File: src/wepc_consts.vh
// constants of the wake event and power control block
`ifndef WEPC_CONSTS_VH
`define WEPC_CONSTS_VH
`define WEPC_IDX_CTRL         10'h0d4
`define WEPC_IDX_TIMING       10'h0d6
`define WEPC_IDX_INT_STATUS   10'h0d8
`define WEPC_IDX_INT_MASK     10'h0dc
`define WEPC_IDX_EVENT_IN     10'h0e0
`define WEPC_IDX_STATE        10'h0e4
`define WEPC_IDX_GRR          10'h0e8
`define WEPC_ADDR_CTRL        12'h350
`define WEPC_ADDR_TIMING      12'h358
`define WEPC_ADDR_INT_STATUS  12'h360
`define WEPC_ADDR_INT_MASK    12'h370
`define WEPC_ADDR_EVENT_IN    12'h380
`define WEPC_ADDR_STATE       12'h390
`define WEPC_ADDR_GRR         12'h3a0
`define WEPC_CTRL_DELAY       14
`define WEPC_CTRL_POL         12
`define WEPC_CTRL_EN_HI       11
`define WEPC_CTRL_EN_LO       8
`define WEPC_CTRL_AUTO        7
`define WEPC_CTRL_TONORM      6
`define WEPC_CTRL_IND_HI      5
`define WEPC_CTRL_IND_LO      2
`define WEPC_TIMING_RESET     16'h080c
`define WEPC_MODE_NORMAL      2'b00
`define WEPC_MODE_ENERGY      2'b01
`define WEPC_MODE_SOFTDOWN    2'b10
`define WEPC_MODE_SAVING      2'b11
`define WEPC_IND_NONE         4'h0
`define WEPC_IND_ENERGY       4'h1
`define WEPC_IND_LINK         4'h2
`define WEPC_IND_MAGIC        4'h4
`define WEPC_IND_FRAME        4'h8
`define WEPC_ISR_ENERGY       2
`define WEPC_ISR_LINK         3
`define WEPC_CLK_HZ           100000000
`define WEPC_UNIT_WAKE_MS     16
`define WEPC_UNIT_SLEEP_S     1
`define WEPC_READY_CYCLES     8'h10
`endif

File: src/wepc_power_control.v
// wake event and power control block with ahb-lite register slave
//
// Added by the designer: the AHB-Lite register port.
`timescale 1ns/10ps
`default_nettype none
`include "wepc_consts.vh"
// Summary of operation
// event output polarity follows control bit 12
// four wake source enables in bits 11-8
// only enabled events assert the event output
// auto wake leaves low power after wake time
// wake-to-normal switches mode after energy wake
// four-bit wake event indication field, one bit per wake event kind
// energy and link wakes set status bits
// indication cleared by power-up reset or W1C
// cleared indication deasserts event output
// mode field: normal, energy, soft down, saving
// energy mode has low and normal power
// soft down exits on reset register read or on a control register write of another mode
// energy held wake field times 16 ms
// no energy held sleep field times 1 s
// host never programs zero timing fields
// delay enable together with auto wake holds off event output until ready
// coarse prescaled tick makes time units
module wepc_power_control #(
   parameter TICK_MS_CYCLES = `WEPC_CLK_HZ / 1000,
   parameter MS_PER_SEC     = 1000
) (
   // ahb-lite slave
   input  wire        hclk,
   input  wire        hresetn,
   input  wire        hsel,
   input  wire [11:0] haddr,
   input  wire [1:0]  htrans,
   input  wire        hwrite,
   input  wire [2:0]  hsize,
   input  wire [31:0] hwdata,
   input  wire        hready,
   output reg  [31:0] hrdata,
   output reg         hreadyout,
   output reg         hresp,
   // wake detectors and line energy
   input  wire        det_frame,
   input  wire        det_magic,
   input  wire        det_link_up,
   input  wire        energy_present,
   // block outputs
   output reg         power_event_output,
   output reg         low_power,
   output reg  [1:0]  power_mode,
   output reg         irq
);
   // ms tick prescaler
   reg  [31:0] pre_cnt;
   reg         ms_tick;
   always @(posedge hclk or negedge hresetn) begin
      if (!hresetn) begin
         pre_cnt <= 32'h0000_0000;
         ms_tick <= 1'b0;
      end else if (pre_cnt >= TICK_MS_CYCLES - 1) begin
         pre_cnt <= 32'h0000_0000;
         ms_tick <= 1'b1;
      end else begin
         pre_cnt <= pre_cnt + 32'h0000_0001;
         ms_tick <= 1'b0;
      end
   end

   // registers
   reg         delay_en;
   reg         pol;
   reg  [3:0]  src_en;
   reg         auto_wake;
   reg         to_normal;
   reg  [3:0]  indication;
   reg  [15:0] timing;
   reg  [3:0]  int_status;
   reg  [3:0]  int_mask;
   reg  [7:0]  ready_cnt;

   // address phase capture, word index of the register
   reg         ph_valid;
   reg         ph_write;
   reg  [9:0]  ph_idx;
   wire        take = hsel & htrans[1] & hready;
   always @(posedge hclk or negedge hresetn) begin
      if (!hresetn) begin
         ph_valid <= 1'b0;
         ph_write <= 1'b0;
         ph_idx   <= 10'h000;
      end else if (hready) begin
         ph_valid <= take;
         ph_write <= hwrite;
         ph_idx   <= haddr[11:2];
      end
   end

   // register decode, writes land in the data phase
   wire        wr         = ph_valid & ph_write;
   wire        wr_ctrl    = wr & (ph_idx == `WEPC_IDX_CTRL);
   wire        wr_timing  = wr & (ph_idx == `WEPC_IDX_TIMING);
   wire        wr_status  = wr & (ph_idx == `WEPC_IDX_INT_STATUS);
   wire        wr_mask    = wr & (ph_idx == `WEPC_IDX_INT_MASK);
   wire [1:0]  wr_mode    = hwdata[1:0];
   wire        mode_leave = wr_ctrl & (wr_mode != `WEPC_MODE_ENERGY);
   wire        rd_take    = take & ~hwrite;
   wire        grr_read   = rd_take & (haddr[11:2] == `WEPC_IDX_GRR);

   // energy qualification counters
   reg  [11:0] ms_cnt;
   reg  [9:0]  sub_ms;
   wire [11:0] wake_ms = {4'h0, timing[15:8]} << 4;
   wire        sec_tick = ms_tick & (sub_ms >= MS_PER_SEC - 1);
   reg  [7:0]  sec_cnt;
   wire        energy_mode = (power_mode == `WEPC_MODE_ENERGY);
   wire        wake_ok = low_power & auto_wake & energy_present &
                         ms_tick & (ms_cnt + 12'h001 >= wake_ms);
   wire        sleep_ok = ~low_power & energy_mode & ~energy_present &
                          sec_tick & (sec_cnt + 8'h01 >= timing[7:0]);

   always @(posedge hclk or negedge hresetn) begin
      if (!hresetn) begin
         ms_cnt  <= 12'h000;
         sub_ms  <= 10'h000;
         sec_cnt <= 8'h00;
      end else begin
         if (!energy_present || !low_power)
            ms_cnt <= 12'h000;
         else if (ms_tick && ms_cnt != 12'hfff)
            ms_cnt <= ms_cnt + 12'h001;
         if (ms_tick)
            sub_ms <= (sub_ms >= MS_PER_SEC - 1) ? 10'h000 : sub_ms + 10'h001;
         if (energy_present || low_power || !energy_mode)
            sec_cnt <= 8'h00;
         else if (sec_tick && sec_cnt != 8'hff)
            sec_cnt <= sec_cnt + 8'h01;
      end
   end

   // event capture, one-hot priority frame > magic > link > energy
   reg  [3:0] next_ind_set;
   always @* begin
      next_ind_set = `WEPC_IND_NONE;
      if (det_frame)
         next_ind_set = `WEPC_IND_FRAME;
      else if (det_magic)
         next_ind_set = `WEPC_IND_MAGIC;
      else if (det_link_up)
         next_ind_set = `WEPC_IND_LINK;
      else if (wake_ok)
         next_ind_set = `WEPC_IND_ENERGY;
   end
   wire [3:0] w1c_ind = wr_ctrl ? hwdata[`WEPC_CTRL_IND_HI:`WEPC_CTRL_IND_LO] : 4'h0;
   wire [3:0] w1c_isr = wr_status ? hwdata[3:0] : 4'h0;
   wire [3:0] isr_set = {next_ind_set == `WEPC_IND_LINK,
                         next_ind_set == `WEPC_IND_ENERGY, 2'b00};

   // control fields
   always @(posedge hclk or negedge hresetn) begin
      if (!hresetn) begin
         delay_en  <= 1'b0;
         pol       <= 1'b0;
         src_en    <= 4'h0;
         auto_wake <= 1'b0;
         to_normal <= 1'b0;
      end else if (wr_ctrl) begin
         delay_en  <= hwdata[`WEPC_CTRL_DELAY];
         pol       <= hwdata[`WEPC_CTRL_POL];
         src_en    <= hwdata[`WEPC_CTRL_EN_HI:`WEPC_CTRL_EN_LO];
         auto_wake <= hwdata[`WEPC_CTRL_AUTO];
         to_normal <= hwdata[`WEPC_CTRL_TONORM];
      end
   end

   // wake event indication, a new event wins over the clear
   always @(posedge hclk or negedge hresetn) begin
      if (!hresetn) begin
         indication <= `WEPC_IND_NONE;
      end else begin
         indication <= (indication & ~w1c_ind) | next_ind_set;
      end
   end

   // interrupt status, set wins over the clear
   always @(posedge hclk or negedge hresetn) begin
      if (!hresetn) begin
         int_status <= 4'h0;
      end else begin
         int_status <= (int_status & ~w1c_isr) | isr_set;
      end
   end

   // go-sleep and wake-up timing fields
   always @(posedge hclk or negedge hresetn) begin
      if (!hresetn) begin
         timing <= `WEPC_TIMING_RESET;
      end else if (wr_timing) begin
         timing <= hwdata[15:0];
      end
   end

   // interrupt mask
   always @(posedge hclk or negedge hresetn) begin
      if (!hresetn) begin
         int_mask <= 4'h0;
      end else if (wr_mask) begin
         int_mask <= hwdata[3:0];
      end
   end

   // power mode, a software write wins over automatic changes
   always @(posedge hclk or negedge hresetn) begin
      if (!hresetn) begin
         power_mode <= `WEPC_MODE_NORMAL;
      end else if (wr_ctrl) begin
         power_mode <= wr_mode;
      end else if (power_mode == `WEPC_MODE_SOFTDOWN && grr_read) begin
         power_mode <= `WEPC_MODE_NORMAL;
      end else if (wake_ok && energy_mode && to_normal) begin
         power_mode <= `WEPC_MODE_NORMAL;
      end
   end

   // low power substate, dropped in the same cycle as the mode leaves
   always @(posedge hclk or negedge hresetn) begin
      if (!hresetn) begin
         low_power <= 1'b0;
      end else if (!energy_mode || mode_leave) begin
         low_power <= 1'b0;
      end else if (wake_ok) begin
         low_power <= 1'b0;
      end else if (sleep_ok) begin
         low_power <= 1'b1;
      end
   end

   // readiness after leaving low power or soft power down
   always @(posedge hclk or negedge hresetn) begin
      if (!hresetn) begin
         ready_cnt <= 8'h00;
      end else if (low_power || power_mode == `WEPC_MODE_SOFTDOWN) begin
         ready_cnt <= 8'h00;
      end else if (ready_cnt != `WEPC_READY_CYCLES) begin
         ready_cnt <= ready_cnt + 8'h01;
      end
   end

   // event pin, asserted level is pol and idle level is ~pol
   wire [3:0] active   = indication & src_en;
   wire       hold_off = delay_en & auto_wake & (ready_cnt != `WEPC_READY_CYCLES);
   wire       next_pin = (active != 4'h0 && !hold_off) ? pol : ~pol;
   always @(posedge hclk or negedge hresetn) begin
      if (!hresetn) begin
         power_event_output <= 1'b1;
      end else begin
         power_event_output <= next_pin;
      end
   end

   // level interrupt
   always @(posedge hclk or negedge hresetn) begin
      if (!hresetn) begin
         irq <= 1'b0;
      end else begin
         irq <= |(int_status & int_mask);
      end
   end

   // read data selection by word index
   reg  [31:0] next_hrdata;
   always @* begin
      next_hrdata = 32'h0000_0000;
      case (haddr[11:2])
         `WEPC_IDX_CTRL: begin
            next_hrdata = {17'h0_0000, delay_en, 1'b0, pol, src_en, auto_wake,
                           to_normal, indication, power_mode};
         end
         `WEPC_IDX_TIMING: begin
            next_hrdata = {16'h0000, timing};
         end
         `WEPC_IDX_INT_STATUS: begin
            next_hrdata = {28'h000_0000, int_status};
         end
         `WEPC_IDX_INT_MASK: begin
            next_hrdata = {28'h000_0000, int_mask};
         end
         `WEPC_IDX_EVENT_IN: begin
            next_hrdata = {28'h000_0000, det_frame, det_magic, det_link_up, energy_present};
         end
         `WEPC_IDX_STATE: begin
            next_hrdata = {29'h0000_0000, low_power, power_mode};
         end
         default: begin
            next_hrdata = 32'h0000_0000;
         end
      endcase
   end

   // read data register, loaded when a read is taken
   always @(posedge hclk or negedge hresetn) begin
      if (!hresetn) begin
         hrdata <= 32'h0000_0000;
      end else if (rd_take) begin
         hrdata <= next_hrdata;
      end
   end

   // zero wait states and an okay response
   always @(posedge hclk or negedge hresetn) begin
      if (!hresetn) begin
         hreadyout <= 1'b1;
         hresp     <= 1'b0;
      end else begin
         hreadyout <= 1'b1;
         hresp     <= 1'b0;
      end
   end

endmodule // wepc_power_control
`default_nettype wire

File: config.mk
export PLATFORM = sky130hd
export DESIGN_NAME = wepc_power_control
export DESIGN_NICKNAME = d
export VERILOG_FILES = /design/src/wepc_power_control.v
export VERILOG_INCLUDE_DIRS = /design/src
export SDC_FILE = /design/constraint.sdc
export NUM_CORES = 1
export LEC_CHECK = 0
export BUFFER_PORTS_ARGS = -buffer_cell sky130_fd_sc_hd__buf_2
export CORE_ASPECT_RATIO = 0.5
export CORE_MARGIN = 5
export CORE_UTILIZATION = 25
export DETAILED_ROUTE_END_ITERATION = 16
export PLACE_DENSITY = 0.38
export REMOVE_ABC_BUFFERS = 1
export SYNTH_ARGS = -nofsm -noshare
export SYNTH_HDL_FRONTEND = slang
export SYNTH_SLANG_ARGS = --single-unit
File: constraint.sdc
create_clock -name hclk -period 3.3 [get_ports hclk]
set_input_delay 0.33 -clock hclk [delete_from_list [all_inputs] [get_ports hclk]]
set_output_delay 0.33 -clock hclk [all_outputs]
set_load 0.005 [all_outputs]
# After elaboration in Yosys (flattened, before gate mapping)
# Cells that the tools add are included.
[word_totals] regBits=156 out_inout_bits=39 input_bits=58
[op_classes] order_cmp=4 add_sub_neg=5 bitwise=33 mux=23 n_eq_ne=19 reduce_logical=22
[op_table] operator="$eq A10 B8 Y1 const B" n=11
[op_table] operator="$pmux W16 S6" n=1
[op_table] operator="$add A32 B1 Y32 const B" n=1
[op_table] operator="$ge A32 B17 Y1 const B" n=1
[op_table] operator="$mux W32" n=1
[op_table] operator="$mux W8" n=4
[op_table] operator="$mux W12" n=2
[op_table] operator="$and A1 B1 Y1" n=21
[op_table] operator="$add A8 B1 Y8 const B" n=2
[op_table] operator="$and A4 B4 Y4" n=4
[op_table] operator="$mux W4" n=4
[op_table] operator="$add A12 B1 Y12 const B" n=1
[op_table] operator="$ge A12 B12 Y1" n=1
[op_table] operator="$ne A12 B12 Y1 const B" n=1
[op_table] operator="$add A10 B1 Y10 const B" n=1
[op_table] operator="$ge A10 B10 Y1 const B" n=1
[op_table] operator="$mux W10" n=1
[op_table] operator="$ge A8 B8 Y1" n=1
[op_table] operator="$mux W2" n=4
[op_table] operator="$ne A8 B5 Y1 const B" n=1
[op_table] operator="$ne A8 B8 Y1 const B" n=1
[op_table] operator="$not A4 Y4" n=2
[op_table] operator="$or A4 B4 Y4" n=2
[op_table] operator="$logic_and A1 B1 Y1" n=6
[op_table] operator="13 further kinds" n=31

# Depth between registers and ports, before layout
[logic_depth] ltp_word=10 depth_mapped=11

# Worst setup path before layout
# OpenSTA, ideal clock, no wires.
[synth_path] path_kind="register to register" from="register ms_cnt[0]" to="register indication[0]" arrival_time_ns=2.478 stages_incl_launch_ff=12 synth_period_minus_slack_ns=2.545 setup_slack_ns=0.755 setup_time_ns=0.067 path_cell_list="dfrtp_1 ha_1 nand3_1 nor2_1 and3_1 xor2_1 ha_1 a21oi_1 o21ai_0 a2111oi_0 nor3_1 a22o_1"
[synth_between] elab_chain_cells=8
[synth_rtl] item="start: declaration" line="wepc_power_control.v:110" text="reg [11:0] ms_cnt;"
[synth_rtl] item="start signal: assignment" line="wepc_power_control.v:130" text="ms_cnt <= ms_cnt + 12'h001;"
[synth_rtl] item="$add A12 B1 Y12" line="wepc_power_control.v:117" text="ms_tick & (ms_cnt + 12'h001 >= wake_ms);"
[synth_rtl] item="$ge A12 B12 Y1" line="wepc_power_control.v:117"
[synth_rtl] item="$and A1 B1 Y1" line="wepc_power_control.v:117"
[synth_rtl] item="$mux W1" line="wepc_power_control.v:150" text="else if (wake_ok)"
[synth_rtl] item="$mux W2" line="wepc_power_control.v:148" text="else if (det_link_up)"
[synth_rtl] item="$mux W4" line="wepc_power_control.v:146" text="else if (det_magic)"
[synth_rtl] item="$mux W4" line="wepc_power_control.v:144" text="if (det_frame)"
[synth_rtl] item="$or A4 B4 Y4" line="wepc_power_control.v:180" text="indication <= (indication & ~w1c_ind) | next_ind_set;"
[synth_rtl] item="end signal: assignment" line="wepc_power_control.v:178" text="indication <= `WEPC_IND_NONE;"
[synth_rtl] item="end signal: assignment" line="wepc_power_control.v:180"
[synth_rtl] item="end: declaration" line="wepc_power_control.v:75" text="reg [3:0] indication;"
# No other way between the ends.
# A chain may end at the register's enable or synchronous reset.

# Worst setup path after layout
[layout_path] from="register ms_cnt[0]" to="register int_status[2]"
[layout_between] elab_chain_cells=9
[layout_rtl] item="$add A12 B1 Y12" line="wepc_power_control.v:117"
[layout_rtl] item="$ge A12 B12 Y1" line="wepc_power_control.v:117"
[layout_rtl] item="$and A1 B1 Y1" line="wepc_power_control.v:117"
[layout_rtl] item="$mux W1" line="wepc_power_control.v:150"
[layout_rtl] item="$mux W2" line="wepc_power_control.v:148"
[layout_rtl] item="$mux W4" line="wepc_power_control.v:146"
[layout_rtl] item="$mux W4" line="wepc_power_control.v:144"
[layout_rtl] item="$eq A4 B1 Y1 (no source line)"
[layout_rtl] item="$or A4 B4 Y4" line="wepc_power_control.v:189" text="int_status <= (int_status & ~w1c_isr) | isr_set;"
[layout_rtl] item="end signal: assignment" line="wepc_power_control.v:189"
[layout_rtl] item="end: declaration" line="wepc_power_control.v:77" text="reg [3:0] int_status;"
# No other way between the ends.

==> impl_results.md <==
- I/O Buffers: 56
- Die H: about 130 um
- Clk sinks: between 100 and 150
- Post_cts resized: 0
- Synthesis Warnings: 0
- Clock transition at path regs: approximately 0.06 ns
- Dpl hpwl: around 12000 um
- DR vias/cell: roughly 4.3
- Status: finished, violations left
- Gp weighted congestion: 0.7870
- DIE WIDTH: ~250 um
- GR Overflow Total: 0
- Synth Flop Type: dfrtp_1
- Final setup skew: 0.007000 ns
- Initial antenna violation count: 0
- Std-Cell Rows: 43
- DRC errors left: 0
- EDFF count, synth: 0
- Met3 WL: between 500 and 600 um
- Hold Vio Cnt, Final: 25
- Switch Pwr: just over 0.001 W
- Hold Crit Class: in -> async
- Final nets: 832
- Placed cell count: 1115
- Detail Route Antenna Nets: 0
- Slew Viols, Final: 0
- Max H-tree Level: 4
- Vias in the first global route: 4993
- Min Hold Slack: -0.03532 ns
- Tightest Pin Transition: between 0.8 and 0.9 ns
- Post-synth ARST share: 100.0%
- Initial DRT Pass Iterations: 4
- Clock latency on the worst-skew pair: 0.42 ns
- Die ar.: 0.03150 mm^2
- CTS tree: yes
- Clock Path Buffers: 2
- Pin count of the biggest net entering global routing: 85
- Drt total wl: 16770 um
- Crit share post-route: 87.76%
- CP Capture Type: register
- Startpoint Class: register
- Clock network power share: 46.2%
- Fin area: 0.008307 mm^2
- Hold-fix buffers, CTS: 0
- Switching share of power: 24.52%
- Comb power frac: 7.7%
- Syn avg cell area: 10.38 um^2
- Cell Area, Placed: between 0.007 and 0.008 mm^2
- Effective utilization at floorplan: 25.28%
- Antenna Cells: 0
- P_leak: 3.694 nW
- Critical path required time: around 3.7 ns
- WL per Instance: 14.62 um
- Crit Path Category: reg -> reg
- Ports: 97
- Cells after Synth: 671
- Slew headroom: 44.01%
- Fmax achieved: 345.3 MHz
- Pwr Density: between 500 and 600 mW/mm^2
- Fin crit period: ~2.9 ns
- Wire length on met2: 7801 um
- Max Used Layer: met4
- Clk root buf: clkbuf_16
- Pint: approximately 0.0032 W
- Crit-path max FO: 5
- Area delta synth->final: 19.28%
- Synth Register Bits: 140
- Final setup viols: 0
- Total GRT Usage: 11.29%
- WL met1: 8169 um
- Total Negative Setup Slacks: 0 ns
- Sequential element share of the synthesized area: between 50 and 60%
- Max-cap viol count: 0
- Finished Layout Cells: roughly 1100
- VDD IR max: 0.0003333 V
- Core area: 0.02755 mm^2
- TritonCTS Buffers: 17
- 1st-iter DRT viols: 259
- RSZ-0062 raised after global routing: no
- Via Count: about 5000
- Number of buffers added for setup after CTS: 0
- Unique masters post-synth: 67
- First-pass GRT wire length: 27800 um
- Worst EP arrival: 3.25 ns
- Cell area after synthesis: 0.006964 mm^2
- Failing checks: negative hold slack
- R2R Setup Slk: 0.40 ns
- Share of cells above drive strength 1: 19.61%
- Seq pwr share: 46.1%
## metrics by stage
stage	total power (W)	worst slack [ns]	util [%]
after floorplan	0.002143	0.7555	-
after global placement	0.002285	0.4069	27.99
after detailed placement	0.002290	0.3922	27.99
after CTS	0.004271	0.3690	30.16
after global routing	0.004408	0.06032	30.16
final	0.004187	0.4038	30.16
## routing by layer
metal	vias to the layer above	track usage, %
li1	2487	-
met1	2415	15.28
met2	57	17.80
met3	17	2.938
met4	0	3.638
met5	-	0
## cell usage in the layout (no fill, tap or decap), drive strengths merged, types with 3 or more instances in the layout
master,n
a221oi,4
nor2,63
clkbuf,22
and4,3
o21ai,46
dfstp,4
nand3b,4
inv,24
buf,70
dfrtp,136
nand3,23
mux2,30
nand4,16
nor3,14
ha,22
a22oi,12
a22o,7
or3,6
nor3b,3
nor4b,6
nand2b,7
a21oi,19
and3,12
a21o,3
nor4,8
xnor2,27
clkinv,5
xor2,22
o31ai,4
conb,33
nand2,70
mux2i,5
## flip-flops by register name, indices dropped and copies added, names as in the netlist, 2 cells and up
| signal | count |
|---|---|
| sec_cnt | 8 |
| src_en | 4 |
| indication | 4 |
| hrdata | 16 |
| int_status | 4 |
| int_mask | 4 |
| pre_cnt | 32 |
| power_mode | 2 |
| ms_cnt | 12 |
| timing | 16 |
| sub_ms | 10 |
| ready_cnt | 8 |
| ph_idx | 10 |
## cells in the mapped netlist (all sizes together), types with 3 or more instances
| master | n | area (um^2) |
|---|---|---|
| a21o | 3 | 22.52 |
| a21oi | 19 | 98.85 |
| a221oi | 4 | 35.03 |
| a22o | 7 | 61.31 |
| a22oi | 12 | 90.09 |
| and3 | 12 | 75.07 |
| and4 | 3 | 28.78 |
| buf | 27 | 193.9 |
| clkbuf | 12 | 48.80 |
| dfrtp | 136 | 3403 |
| dfstp | 4 | 105.1 |
| ha | 22 | 275.3 |
| inv | 23 | 86.33 |
| mux2 | 30 | 337.8 |
| mux2i | 5 | 50.05 |
| nand2 | 70 | 262.8 |
| nand2b | 7 | 43.79 |
| nand3 | 23 | 127.6 |
| nand3b | 4 | 30.03 |
| nand4 | 16 | 121.4 |
| nor2 | 63 | 236.5 |
| nor3 | 14 | 70.07 |
| nor3b | 3 | 22.52 |
| nor4 | 8 | 50.05 |
| nor4b | 6 | 88.84 |
| o21ai | 46 | 234.0 |
| o31ai | 4 | 30.03 |
| or3 | 6 | 37.54 |
| xnor2 | 27 | 236.5 |
| xor2 | 22 | 192.7 |
## final timing paths
path / cells past startpoint / endpoint / startpoint
min: 1 / sub_ms[6] / hresetn
min reg2reg: 1 / pre_cnt[0] / pre_cnt[0]
max: 11 / int_status[2] / ms_cnt[0]
min in group hclk: 3 / timing[13] / hwdata[13]
max reg2reg: 11 / int_status[2] / ms_cnt[0]
max in group asynchronous: 2 / pre_cnt[29] / hresetn
## power by group through the flow
stage / Clock [W] / Sequential, W / Combinational, W
2_1_floorplan: 0 / 0.00194 / 0.000207
3_3_place_gp: 0 / 0.00196 / 0.000324
3_5_place_dp: 0 / 0.00196 / 0.000331
4_1_cts: 0.00201 / 0.00193 / 0.000331
5_1_grt: 0.00209 / 0.00195 / 0.000373
6_report: 0.00193 / 0.00193 / 0.000321
## layout make-up
type	count	area, um^2
Sequential cell	140	3508
Clock buffer	22	484.2
Inverter	23	86.33
Timing Repair Buffer	70	391.6
Multi-Input combinational cell	500	3246
Tap cell	382	478.0
Fill cell	2910	19240
Clock inverter	10	112.6
## critical path, cell delays in order (launching register included)
cell       delay (ns)
dfrtp_1          0.39
ha_1             0.20
nand3_1          0.11
nor2_1           0.32
and3_1           0.30
xor2_1           0.17
ha_1             0.16
a21oi_1          0.05
o21ai_0          0.22
a2111oi_0        0.11
nor3_1           0.57
a22o_1           0.24
## logic make-up (layout without fill, tap and decap cells)
family	after synthesis	in the layout	share of synthesized area (%)
and+or+nand+nor	246	246	18.36
muxes	35	35	5.570
AOI/OAI and AO/OA	115	115	10.74
other	2	33	0.1078
xor gates and xnor gates	49	49	6.162
buffers and inverters	62	125	4.725
DFF	140	140	50.38
adders and majority gates	22	22	3.953
(Power assumes the default switching activity.)
